`config.mk`:
```
export PLATFORM = sky130hd
export DESIGN_NAME = ipb_top
export DESIGN_NICKNAME = d
export VERILOG_FILES = /design/src/ipb_pkg.sv /design/src/ipb_top.sv /design/src/ipb_fifo.sv /design/src/ipb_regs.sv
export SDC_FILE = /design/constraint.sdc
export NUM_CORES = 1
export LEC_CHECK = 0
export ABC_CLOCK_PERIOD_IN_PS = 10300
export BUFFER_PORTS_ARGS = -buffer_cell sky130_fd_sc_hd__buf_4
export CAP_MARGIN = 20
export CORE_ASPECT_RATIO = 0.7
export CORE_UTILIZATION = 30
export DETAILED_ROUTE_END_ITERATION = 16
export HOLD_SLACK_MARGIN = 0.08
export PLACE_DENSITY = 0.44
export SYNTH_ARGS = -nofsm -noshare
export SYNTH_HDL_FRONTEND = slang
export SYNTH_SLANG_ARGS = --single-unit
```
`constraint.sdc`:
```
create_clock -name clk -period 10.3 [get_ports clk]
set_clock_uncertainty 0.2 [all_clocks]
set_input_delay 1.03 -clock clk [delete_from_list [all_inputs] [get_ports clk]]
set_output_delay 1.03 -clock clk [all_outputs]
set_load 0.05 [all_outputs]
```
`src/ipb_pkg.sv`:
```
package ipb_pkg;

	// ------------------------------------------------------------------
	// Register map
	// ------------------------------------------------------------------
	localparam logic [7:0] IPB_CTRL_ADDR = 8'hC5; // Interleave bus control
	localparam logic [7:0] IPB_SYNC_ADDR = 8'hC6; // Frame sync source
	localparam logic [7:0] IPB_STAT_ADDR = 8'hC7; // Block status

	// Control field positions
	localparam int IPB_POS_LSB  = 0;
	localparam int IPB_EN_BIT   = 3;
	localparam int IPB_MODE_BIT = 4;
	localparam int IPB_SIZE_LSB = 5;

	// Reset values and writable bits
	localparam logic [7:0] IPB_CTRL_RST  = 8'h00;
	localparam logic [7:0] IPB_CTRL_MASK = 8'h7F;
	localparam logic       IPB_SYNC_RST  = 1'b0;

	// Status field positions
	localparam int IPB_STAT_RUN_BIT = 0;
	localparam int IPB_STAT_UNF_BIT = 1;

	// Bus size codes
	localparam logic [1:0] IPB_SIZE_TWO   = 2'h0;
	localparam logic [1:0] IPB_SIZE_FOUR  = 2'h1;
	localparam logic [1:0] IPB_SIZE_EIGHT = 2'h2;
	localparam logic [1:0] IPB_SIZE_RSVD  = 2'h3;

	// ------------------------------------------------------------------
	// Frame layout
	// ------------------------------------------------------------------
	localparam int         IPB_CH_PER_FRAME = 32;
	localparam int         IPB_SLOT_BITS    = 8;
	localparam logic [7:0] IPB_IDLE_BYTE    = 8'hFF;
	localparam int         IPB_BUF_DEPTH    = 2;

	// Sequencer states
	typedef enum logic [1:0] {
		IPB_ST_HUNT = 2'h1,
		IPB_ST_RUN  = 2'h2
	} ipb_state_e;

endpackage

```
`src/ipb_top.sv`:
```
// Our own choice: strobed register access.
`timescale 1ns/100ps
module ipb_top #(
	parameter int CH = ipb_pkg::IPB_CH_PER_FRAME
) (
	input  wire logic       clk,          // 40 MHz system clock
	input  wire logic       arst_n,       // Async reset, active low
	input  wire logic [7:0] reg_addr,     // Register address
	input  wire logic [7:0] reg_wdata,    // Register write data
	input  wire logic       reg_wr,       // Register write strobe
	input  wire logic       reg_rd,       // Register read strobe
	output logic      [7:0] reg_rdata,    // Register read data
	input  wire logic [7:0] pcm_in_data,  // Channel byte from store
	input  wire logic       pcm_in_valid, // Channel byte offered
	output logic            pcm_in_ready, // Buffer accepts byte
	input  wire logic       bus_bit_tick, // One pulse per bus bit
	input  wire logic       fsync_in,     // Frame sync pin, input
	output logic            fsync_out,    // Frame sync pin, output
	output logic            fsync_oe_n,   // Frame sync drive, low on
	output logic            pcm_out,      // Bus data pin, output
	output logic            pcm_oe_n      // Bus data drive, low on
);
	import ipb_pkg::*;

	localparam int CHL = $clog2(CH);

	// ------------------------------------------------------------------
	// State
	// ------------------------------------------------------------------
	typedef struct packed {
		ipb_state_e st;
		logic [2:0] bitn;
		logic [7:0] slot;
		logic [7:0] sh;
		logic       own;
		logic       pcm;
		logic       pcm_oe_n;
		logic       fs;
		logic       fs_oe_n;
		logic       fs_prev;
	} ipb_main_s;

	ipb_main_s  s_q;
	ipb_main_s  s_d;
	logic [7:0] ctrl;
	logic       sync_drive;
	logic [7:0] buf_data;
	logic       buf_valid;
	logic       buf_pop;
	logic       underrun;
	logic [2:0] pos;
	logic       en;
	logic       frame_mode;
	logic [1:0] size;
	logic [1:0] nlog;
	logic       size_ok;
	logic       master;
	logic       sync_edge;
	logic [7:0] slot_last;
	logic       own_now;
	logic [7:0] byte_now;

	// ------------------------------------------------------------------
	// Helpers
	// ------------------------------------------------------------------

	// Turn decode: channel mode by low slot bits, frame mode by block
	function automatic logic ipb_owns(input logic [7:0] slot,
	                                  input logic [2:0] p,
	                                  input logic [1:0] nl,
	                                  input logic       fm);
		logic [7:0] mask;
		logic [7:0] blk;
		mask = 8'((9'h001 << nl) - 9'h001);
		blk  = slot >> CHL;
		if (fm) begin
			ipb_owns = (blk == ({5'h00, p} & mask));
		end else begin
			ipb_owns = ((slot & mask) == ({5'h00, p} & mask));
		end
	endfunction

	// Size code to log2 of device count
	function automatic logic [1:0] ipb_size_log(input logic [1:0] code);
		case (code)
			IPB_SIZE_TWO:   ipb_size_log = 2'h1;
			IPB_SIZE_FOUR:  ipb_size_log = 2'h2;
			IPB_SIZE_EIGHT: ipb_size_log = 2'h3;
			default:        ipb_size_log = 2'h0;
		endcase
	endfunction

	// ------------------------------------------------------------------
	// Register file and input buffer
	// ------------------------------------------------------------------
	ipb_regs u_regs (
		.clk        (clk),
		.arst_n     (arst_n),
		.reg_addr   (reg_addr),
		.reg_wdata  (reg_wdata),
		.reg_wr     (reg_wr),
		.reg_rd     (reg_rd),
		.reg_rdata  (reg_rdata),
		.running    (s_q.st == IPB_ST_RUN),
		.underrun   (underrun),
		.ctrl       (ctrl),
		.sync_drive (sync_drive)
	);

	ipb_fifo #(
		.W     (8),
		.DEPTH (IPB_BUF_DEPTH)
	) u_buf (
		.clk       (clk),
		.arst_n    (arst_n),
		.in_data   (pcm_in_data),
		.in_valid  (pcm_in_valid),
		.in_ready  (pcm_in_ready),
		.out_data  (buf_data),
		.out_valid (buf_valid),
		.out_ready (buf_pop)
	);

	// ------------------------------------------------------------------
	// Control decode
	// ------------------------------------------------------------------

	assign pos        = ctrl[IPB_POS_LSB +: 3];
	assign en         = ctrl[IPB_EN_BIT];
	assign frame_mode = ctrl[IPB_MODE_BIT];
	assign size       = ctrl[IPB_SIZE_LSB +: 2];
	assign nlog       = en ? ipb_size_log(size) : 2'h0;
	assign size_ok    = !en || (size != IPB_SIZE_RSVD);
	assign master     = sync_drive && (!en || pos == 3'h0);
	assign sync_edge  = !master && fsync_in && !s_q.fs_prev;
	assign slot_last  = 8'((CH << nlog) - 1);
	assign own_now    = size_ok && ipb_owns(s_q.slot, pos, nlog, frame_mode);
	assign byte_now   = buf_valid ? buf_data : IPB_IDLE_BYTE;
	assign buf_pop    = s_q.st == IPB_ST_RUN && bus_bit_tick &&
	                    s_q.bitn == 3'h0 && own_now;
	// empty slot sends idle and flags it
	assign underrun   = buf_pop && !buf_valid;

	// ------------------------------------------------------------------
	// Slot sequencer
	// ------------------------------------------------------------------
	always_comb begin
		s_d         = s_q;
		s_d.fs_prev = fsync_in;
		s_d.fs_oe_n = !master;
		case (s_q.st)
			IPB_ST_HUNT: begin
				s_d.pcm_oe_n = 1'b1;
				if (sync_edge || (master && bus_bit_tick)) begin
					s_d.st   = IPB_ST_RUN;
					s_d.bitn = 3'h0;
					s_d.slot = 8'h00;
				end
			end
			IPB_ST_RUN: begin
				if (sync_edge) begin
					// Realign to the common frame start
					s_d.bitn     = 3'h0;
					s_d.slot     = 8'h00;
					s_d.pcm_oe_n = 1'b1;
				end else if (bus_bit_tick) begin
					s_d.fs = master && s_q.bitn == 3'h0 && s_q.slot == 8'h00;
					if (s_q.bitn == 3'h0) begin
						s_d.own = own_now;
						s_d.pcm = byte_now[7];
						s_d.sh  = {byte_now[6:0], 1'b0};
					end else begin
						s_d.pcm = s_q.sh[7];
						s_d.sh  = {s_q.sh[6:0], 1'b0};
					end
					s_d.pcm_oe_n = (s_q.bitn == 3'h0) ? !own_now : !s_q.own;
					s_d.bitn     = 3'(s_q.bitn + 3'h1);
					if (s_q.bitn == 3'h7) begin
						s_d.slot = (s_q.slot >= slot_last) ? 8'h00
						         : 8'(s_q.slot + 8'h01);
					end
				end
			end
			default: begin
				s_d.st       = IPB_ST_HUNT;
				s_d.pcm_oe_n = 1'b1;
			end
		endcase
		if (!master) begin
			s_d.fs = 1'b0;
		end
	end

	always_ff @(posedge clk or negedge arst_n) begin
		if (!arst_n) begin
			s_q <= '{st: IPB_ST_HUNT, bitn: 3'h0, slot: 8'h00, sh: 8'h00,
			         own: 1'b0, pcm: 1'b0, pcm_oe_n: 1'b1, fs: 1'b0,
			         fs_oe_n: 1'b1, fs_prev: 1'b0};
		end else begin
			s_q <= s_d;
		end
	end

	assign pcm_out    = s_q.pcm;
	assign pcm_oe_n   = s_q.pcm_oe_n;
	assign fsync_out  = s_q.fs;
	assign fsync_oe_n = s_q.fs_oe_n;
endmodule

```
`src/ipb_fifo.sv`:
```
`timescale 1ns/100ps
module ipb_fifo #(
	parameter int W     = 8,
	parameter int DEPTH = ipb_pkg::IPB_BUF_DEPTH
) (
	input  wire logic         clk,       // System clock
	input  wire logic         arst_n,    // Async reset, active low
	input  wire logic [W-1:0] in_data,   // Write data
	input  wire logic         in_valid,  // Write request
	output logic              in_ready,  // Space free
	output logic      [W-1:0] out_data,  // Head entry
	output logic              out_valid, // Entry present
	input  wire logic         out_ready  // Consumer takes head
);
	import ipb_pkg::*;

	localparam int PW = (DEPTH > 1) ? $clog2(DEPTH) : 1;
	localparam int CW = $clog2(DEPTH + 1);

	typedef struct packed {
		logic [DEPTH-1:0][W-1:0] mem;
		logic [PW-1:0]           wp;
		logic [PW-1:0]           rp;
		logic [CW-1:0]           cnt;
		logic                    room;
	} ipb_fifo_s;

	// Empty buffer with room, so ready stands high in reset
	localparam ipb_fifo_s FIFO_RST = '{mem: '0, wp: '0, rp: '0, cnt: '0,
	                                   room: 1'b1};

	ipb_fifo_s s_q;
	ipb_fifo_s s_d;
	logic      push;
	logic      pop;

	// ------------------------------------------------------------------
	// Storage and pointers
	// ------------------------------------------------------------------
	always_comb begin
		s_d  = s_q;
		push = in_valid && s_q.room;
		pop  = out_ready && (s_q.cnt != '0);
		if (push) begin
			s_d.mem[s_q.wp] = in_data;
			s_d.wp = (s_q.wp == PW'(DEPTH - 1)) ? '0 : PW'(s_q.wp + 1'b1);
		end
		if (pop) begin
			s_d.rp = (s_q.rp == PW'(DEPTH - 1)) ? '0 : PW'(s_q.rp + 1'b1);
		end
		if (push && !pop) begin
			s_d.cnt = CW'(s_q.cnt + 1'b1);
		end else if (pop && !push) begin
			s_d.cnt = CW'(s_q.cnt - 1'b1);
		end
		s_d.room = (s_d.cnt != CW'(DEPTH));
	end

	always_ff @(posedge clk or negedge arst_n) begin
		if (!arst_n) begin
			s_q <= FIFO_RST;
		end else begin
			s_q <= s_d;
		end
	end

	// Ready is a flop; head data read straight from storage
	assign in_ready  = s_q.room;
	assign out_valid = (s_q.cnt != '0);
	assign out_data  = s_q.mem[s_q.rp];

endmodule

```
`src/ipb_regs.sv`:
```
`timescale 1ns/100ps
module ipb_regs (
	input  wire logic       clk,        // System clock
	input  wire logic       arst_n,     // Async reset, active low
	input  wire logic [7:0] reg_addr,   // Register address
	input  wire logic [7:0] reg_wdata,  // Write data
	input  wire logic       reg_wr,     // Write strobe
	input  wire logic       reg_rd,     // Read strobe
	output logic      [7:0] reg_rdata,  // Read data, cycle after strobe
	input  wire logic       running,    // Sequencer locked to frame
	input  wire logic       underrun,   // Slot had no data
	output logic      [7:0] ctrl,       // Control register
	output logic            sync_drive  // Frame sync source bit; top drives sync only when set and at position 0 or with interleave off
);
	import ipb_pkg::*;

	typedef struct packed {
		logic [7:0] ctrl;
		logic       sync;
		logic       unf;
		logic [7:0] rdata;
	} ipb_regs_s;

	ipb_regs_s s_q;
	ipb_regs_s s_d;

	// ------------------------------------------------------------------
	// Write, read and sticky status
	// ------------------------------------------------------------------
	always_comb begin
		s_d       = s_q;
		s_d.rdata = 8'h00;
		if (reg_wr && reg_addr == IPB_CTRL_ADDR) begin
			s_d.ctrl = reg_wdata & IPB_CTRL_MASK;
		end
		if (reg_wr && reg_addr == IPB_SYNC_ADDR) begin
			s_d.sync = reg_wdata[0];
		end
		if (reg_wr && reg_addr == IPB_STAT_ADDR && reg_wdata[IPB_STAT_UNF_BIT]) begin
			s_d.unf = 1'b0;
		end
		// Set beats a clear in the same cycle
		if (underrun) begin
			s_d.unf = 1'b1;
		end
		if (reg_rd) begin
			case (reg_addr)
				IPB_CTRL_ADDR: s_d.rdata = s_q.ctrl;
				IPB_SYNC_ADDR: s_d.rdata = {7'h00, s_q.sync};
				IPB_STAT_ADDR: s_d.rdata = {6'h00, s_q.unf, running};
				default:       s_d.rdata = 8'h00;
			endcase
		end
	end

	always_ff @(posedge clk or negedge arst_n) begin
		if (!arst_n) begin
			s_q <= '{ctrl: IPB_CTRL_RST, sync: IPB_SYNC_RST,
			         unf: 1'b0, rdata: 8'h00};
		end else begin
			s_q <= s_d;
		end
	end

	assign reg_rdata  = s_q.rdata;
	assign ctrl       = s_q.ctrl;
	assign sync_drive = s_q.sync;

endmodule

```
==> reports/results.ini, run 1 <==
[synth]
synthTopCellsByCount = dfrtp_1 (59), mux2_2 (33), nand2_1 (29)
synthTopCellsByArea = dfrtp_1 (45%), mux2_2 (11%), ha_1 (5.4%)
synth-seq-cells = 63
synth_most_common_cell = dfrtp_1
avgSynthCellArea_um2 = 10.7
ys_seq_area_frac = 0.485
synth-simple-area-share = 0.134
synth_top_cell_area_share = 0.453
synth_cells = 306
synth_compound_area_frac = 0.116
synth-main-ff-cell = dfrtp_1
synth_edf_count = 0
yosys_warnings = 0
synth.net_count = 351
synth_fa_ha_area_frac = 0.0537
synth_cell_types = 38
synthArstFlopShare = 1.00
synth_top_family_by_area = multiplexers
muxShareOfSynthArea = 0.136
synth_xor_area_frac = 0.0242
synthesis.area_um2 = 3260
yosysTopAreaCell = dfrtp_1

[global_route]
antenna_found_initial = 0
grtUsageTotal = 0.136
grt_pass1_vias = 2289
grt_pass1_wl_mm = 11.7
grt_start_max_net_pins = 64
grt.overflow.total = 0

[placed_design]
dp.cells = 461
port_buffers = 41
gp_congestion = 0.726
dp_hpwl_mm = 4.92

[worst_setup_path]
cp_data_arrival_time_ns = 3.69
worst-path-max-fanout = 8
cpMostUsedCell = ha_1
reg2reg_depth = 11
start_kind = register
cpMaxStageDelayCell = or2_2
cp_cell_sequence = inv_1, ha_1, o31ai_1, inv_1, ha_1, ha_1, a21o_1, a21oi_1, nand4_1, or2_2, o31ai_1
reg2reg_slack_ns = 6.65
critPathKind = reg2reg
crit_required_ns = 10.34
crit_path_end_kind = register
slowest_delay_ns = 0.47

[sta]
finalCritPeriodShare = 0.354
timing.final.max_slew_violations = 0
rsz0062_at_grt = false
worst_slew_pin_slew_ns = 0.947
hold_viol = 0
hold_slack_ns = 0.278
setup_tns_ns = 0
max_freq_mhz = 274
period_minus_slack_ns = 3.65
slew_headroom = 0.367
finalSetupViolations = 0

[route]
routed_via_density = 4.81
highest_layer = met4
met1Wirelength_mm = 3.83
wl_met2_mm = 2.66
totalWireLength_mm = 6.87
dr.pass1.iters = 4
drc = 0
dr_wl_met3_um = 304
drtIter0Drc = 107
vias = 2292
antenna_left = 0
wl_per_cell_um = 14.4

[finish]
area_growth_pct = 21.2
diodes = 0
fin_cells = 477
drive_above_1_share = 0.278
nets = 385

[clocking]
cts_tree = done
holdBufCountCts = 0
cts_buffer_depth = 2
cts_buffers = 9
cts_setup_buffers = 0
cts.sinks = 63
cts_resized = 0
insertion_delay_ns = 0.33
htreeDepth = 3
clk_pin_slew_ns = 0.05
root_buffer = clkbuf_16

[power_and_ir_drop]
power.internal_mw = 0.638
p_switching_mw = 0.247
p_comb_frac = 0.238
clkPwrFrac = 0.364
switching_share = 0.279
irDropWorstVdd_uv = 76.0
p_per_area_nw_per_um2 = 224
p_leak_nw = 1.81
sequentialPowerShare = 0.398

[floorplanning]
io_pins = 44
dieArea_um2 = 11300
fp.dieW_um = 127
fp-row-count = 31
floorplan.initialDensity = 0.311
floorplan.core_area_um2 = 10500
die_y_um = 89.2

[worst_hold_path]
whs_path_depth = 2
hp-class = reg2reg

[outcome]
status = finished, final reports clean

[run]
drv_cap = 0

==> layer usage <==
metal  track usage  up-vias
met4        0.0493        0
met5             0        -
met1         0.192     1095
met2         0.195       50
met3        0.0425        7
li1              -     1140
==> critical path: cells and delay by family, from the launching register on <==
family / cells / cell delay [ns]
and+or+nand+nor: 2 / 0.78
AOI/OAI and AO/OA: 4 / 1.01
adders and majority gates: 3 / 1.00
DFF: 1 / 0.40
buffers and inverters: 2 / 0.18
==> cell type report <==
cell class,count,area (um2)
clock buffers,12,246
clock inverters,4,70.1
fillers,1054,6520
inverters,17,63.8
multi-input cells,208,1520
flip-flops and latches,63,1580
well taps,132,165
repair buffers,41,308
==> stage by stage <==
step                power (mW)  setup WS, ns   util  cell area (um2)
detailed placement       0.569          6.65  0.347             3630
floorplan                0.509          7.02      -             3260
global route             0.942          6.37  0.377             3950
finish                   0.885          6.65  0.377             3950
CTS                      0.897          6.61  0.377             3950
global placement         0.565          6.63  0.347             3630
==> cells by family (layout without fill, tap and decap cells) <==
logic type,after synthesis,after routing
compound gates,58,58
flops,63,63
xor+xnor,9,9
fa+ha+maj,14,14
buf+inv,35,74
simple gates,86,86
mux,40,40
other cells,1,1
==> worst paths after layout <==
check,from,endpoint
hold / removal,s_q[8],s_q[8]
min in group asynchronous,arst_n,u_buf.s_q[5]
setup / recovery,u_regs.ctrl[6],s_q[17]
hold reg to reg,s_q[8],s_q[8]
max in group asynchronous,arst_n,pcm_out
setup reg to reg,u_regs.ctrl[6],s_q[17]
==> layout by cell type (no fill, tap or decap), types with 2 or more instances in the layout <==
cell type,synthesis,final
a21o_1,2,2
a21oi_1,7,7
a22o_1,2,2
and2_1,5,5
and3_1,5,5
buf_4,8,41
bufinv_16,0,2
clkbuf_1,10,2
clkbuf_16,0,9
clkinv_2,0,2
dfrtp_1,59,59
dfstp_2,4,4
ha_1,14,14
inv_1,17,17
mux2_2,33,33
mux2i_1,7,7
nand2_1,29,29
nand2b_1,7,7
nand3_1,10,10
nand4_1,4,4
nand4b_1,3,3
nor2_1,10,10
nor2b_1,5,5
nor3_1,3,3
o2111ai_1,2,2
o211ai_1,3,3
o21ai_0,23,23
o22ai_1,7,7
o31ai_1,7,7
or2_2,2,2
xnor2_1,6,6
xor2_1,3,3
==> registers in the layout, summed over array words and instances, names as in the netlist <==
register           count
u_buf.s_q             20
u_regs.ctrl            7
fsync_out              1
s_q                   22
pcm_oe_n               1
u_regs.s_q             1
u_buf.in_ready         1
u_regs.reg_rdata       7
pcm_out                1
fsync_oe_n             1
u_regs.sync_drive      1
==> power groups by stage <==
| stage | registers [mW] | logic (mW) | clock network, mW |
|---|---|---|---|
| floorplan | 0.350 | 0.159 | 0 |
| global placement | 0.354 | 0.210 | 0 |
| detailed placement | 0.356 | 0.213 | 0 |
| CTS | 0.353 | 0.214 | 0.330 |
| global route | 0.362 | 0.238 | 0.342 |
| finish | 0.352 | 0.210 | 0.322 |
Note: power is estimated with default switching activity, not from simulation.
==> run 2: changes to the inputs <==
- ABC_CLOCK_PERIOD_IN_PS: 10300 -> 3020
- PLACE_DENSITY: 0.44 -> 0.46
- clock period: 10.3 -> 3.02 ns (I/O delays scaled with it)
==> reports/results.ini, run 2 (same netlist as run 1, synthesis figures left out) <==
[worst_setup_path]
cpMostUsedCell = mux2i_1
crit_end = u_buf.s_q[2]
crit_path_end_kind = register
crit_buf_inv = 3  ; +1
cpMaxStageDelayCell = or4_4
reg2reg_slack_ns = 0.005  ; -6.65 ns
cp_cell_sequence = inv_2, ha_4, o211ai_1, inv_1, ha_2, a21oi_2, o221ai_2, or4_4, a221oi_4, buf_6, mux2i_1, mux2i_1
slowest_delay_ns = 0.44  ; -0.03 ns
cp.depth = 12  ; +1
reg2reg_from = u_regs.ctrl[6]
start_kind = register
critPathKind = reg2reg
r2r-end = u_buf.s_q[2]
cp_top_family = compound AO/OA/AOI/OAI gates
reg2reg_depth = 12  ; +1
worst-path-max-fanout = 6  ; -2
cp_data_arrival_time_ns = 3.02  ; -0.67 ns
critPathLaunch = u_regs.ctrl[6]
crit_required_ns = 3.02  ; -7.32 ns

[sta]
period_minus_slack_ns = 3.02  ; -0.635 ns
setup_tns_ns = 0  ; unchanged
slew_headroom = 0.466  ; +0.0989
max_freq_mhz = 332  ; +21%
worst_slew_pin_slew_ns = 0.801  ; -0.146 ns
fin_ws_ns = 0.00450  ; -6.65 ns
finalSetupViolations = 0  ; unchanged
hold_viol = 0  ; unchanged
finalCritPeriodShare = 0.999  ; +0.644
timing.final.max_slew_violations = 0  ; unchanged
rsz0062_at_grt = true

[route]
vias = 2430  ; +6.0%
totalWireLength_mm = 7.17  ; +4.4%
drtIter0Drc = 123  ; +15%
dr.pass1.iters = 4  ; unchanged
drc = 0  ; unchanged
antenna_left = 0  ; unchanged
wl_per_cell_um = 14.1  ; -2.4%
routed_via_density = 4.76  ; -0.84%

[placed_design]
dp_hpwl_mm = 4.94  ; +0.25%
port_buffers = 41  ; unchanged
gp_congestion = 0.744  ; +2.4%
dp_slack_ns = -0.0480  ; -6.70 ns
placed_cell_area_um2 = 3730  ; +2.5%

[clocking]
cts_buffers = 9  ; unchanged
cts_buffer_depth = 2  ; unchanged
clk_pin_slew_ns = 0.05  ; about the same
cts.sinks = 63  ; unchanged
insertion_delay_ns = 0.33  ; about the same
root_buffer = clkbuf_16
cts_tree = done
htreeDepth = 3  ; unchanged

[global_route]
grt_pass1_vias = 2424  ; +5.9%
grt_start_max_net_pins = 64  ; unchanged
antenna_found_initial = 0  ; unchanged
grtUsageTotal = 0.140  ; +0.00410
grt_pass1_wl_mm = 11.9  ; +2.1%
grt.overflow.total = 0  ; unchanged

[finish]
drive_above_1_share = 0.317  ; +0.0392
final_core_util = 0.411  ; +0.0332
mostFrequentLayoutCell = dfrtp_1
seqCellArea_um2 = 1580  ; unchanged
area_growth_pct = 31.9
fillers = 1049  ; -0.47%
layout_common_cells = dfrtp_1 (59), buf_4 (54), mux2_2 (33), nand2_1 (29), o21ai_0 (23)
top_register = s_q
nets = 419  ; +8.8%
diodes = 0  ; unchanged
largest_reg_flops = 22  ; unchanged
fin_area_um2 = 4300  ; +8.8%
top_regs = s_q: 22 flops, u_buf.s_q: 20 flops
multiInputGateArea_um2 = 1570  ; +3.7%

[power_and_ir_drop]
irDropWorstVdd_uv = 288  ; +280%
p_per_area_nw_per_um2 = 696  ; +210%
p_leak_nw = 1.95  ; +7.8%

[outcome]
status = finished, final reports clean

[run]
drv_cap = 0  ; unchanged

[floorplanning]
die_y_um = 89.2  ; unchanged
fp-row-count = 31  ; unchanged
dieArea_um2 = 11300  ; unchanged
io_pins = 44  ; unchanged
fp.dieW_um = 127  ; unchanged
floorplan.core_area_um2 = 10500  ; unchanged
floorplan.initialDensity = 0.311  ; unchanged

[worst_hold_path]
hp-class = in2reg

[run 2: cell count changes in the layout (fill, tap and decap cells not counted), sizes merged]
cell / previous run / this run
clkinv: 2 / 1
buf: 41 / 55
bufinv: 2 / 1
dlygate4sd3: 0 / 20
clkinvlp: 0 / 1
[run 2: layout make-up]
type                            instances  share of cell area
Timing Repair Buffer                   75               0.143
Sequential cell                        63               0.368
Inverter                               17              0.0148
Tap cell                              132              0.0384
Clock inverter                          3             0.00990
Multi-Input combinational cell        208               0.366
Clock buffer                           12              0.0597
[run 2: metrics by stage]
step                      hold WS, ns  power [mW]  instances
after floorplan                -0.194        1.74        306
after global placement          0.223        1.94        469
after detailed placement        0.225        1.95        469
after CTS                       0.121        3.03        506
after global routing            0.161        3.19        510
final                           0.130        2.99        510
[run 2: metal layers]
metal,GRT usage,share of wire,vias to the layer above
met5,0,0,-
li1,-,-,1212
met4,0.0657,0.019,0
met1,0.186,0.52,1156
met2,0.213,0.41,51
met3,0.0395,0.047,11
[run 2: worst min-delay path by stage]
stage	startpoint	endpoint	slack, ns	depth (start not counted)
2_1_floorplan	arst_n	fsync_out	-0.19	0
3_3_place_gp	fsync_in	s_q[0]	0.22	1
3_5_place_dp	fsync_in	s_q[0]	0.22	1
4_1_cts	reg_addr[4]	u_regs.reg_rdata[0]	0.12	3
5_1_grt	reg_addr[0]	u_regs.reg_rdata[6]	0.16	3
6_report	reg_addr[0]	u_regs.s_q[8]	0.13	4
[run 2: tightest hold or removal path, cell delays in order]
cell,delay (ns)
buf_4,0.13
nand2_1,0.05
o21ai_0,0.08
nand2_1,0.06
[run 2: power by group]
part,total (mW),internal (mW),switching [mW]
combinational,0.762,0.404,0.358
sequential,1.20,1.06,0.136
clock,1.03,0.677,0.355
total,2.99,2.14,0.850
[run 2: timing repair]
action | 4_1_cts | 5_1_grt
pin swaps | 1 | 5
resized for setup | 1 | 6
setup endpoints to repair | 2 | 6
hold buffers | 20 | 0
buffers inserted | 2 | 4
endpoints found under the hold margin | 88 | 0
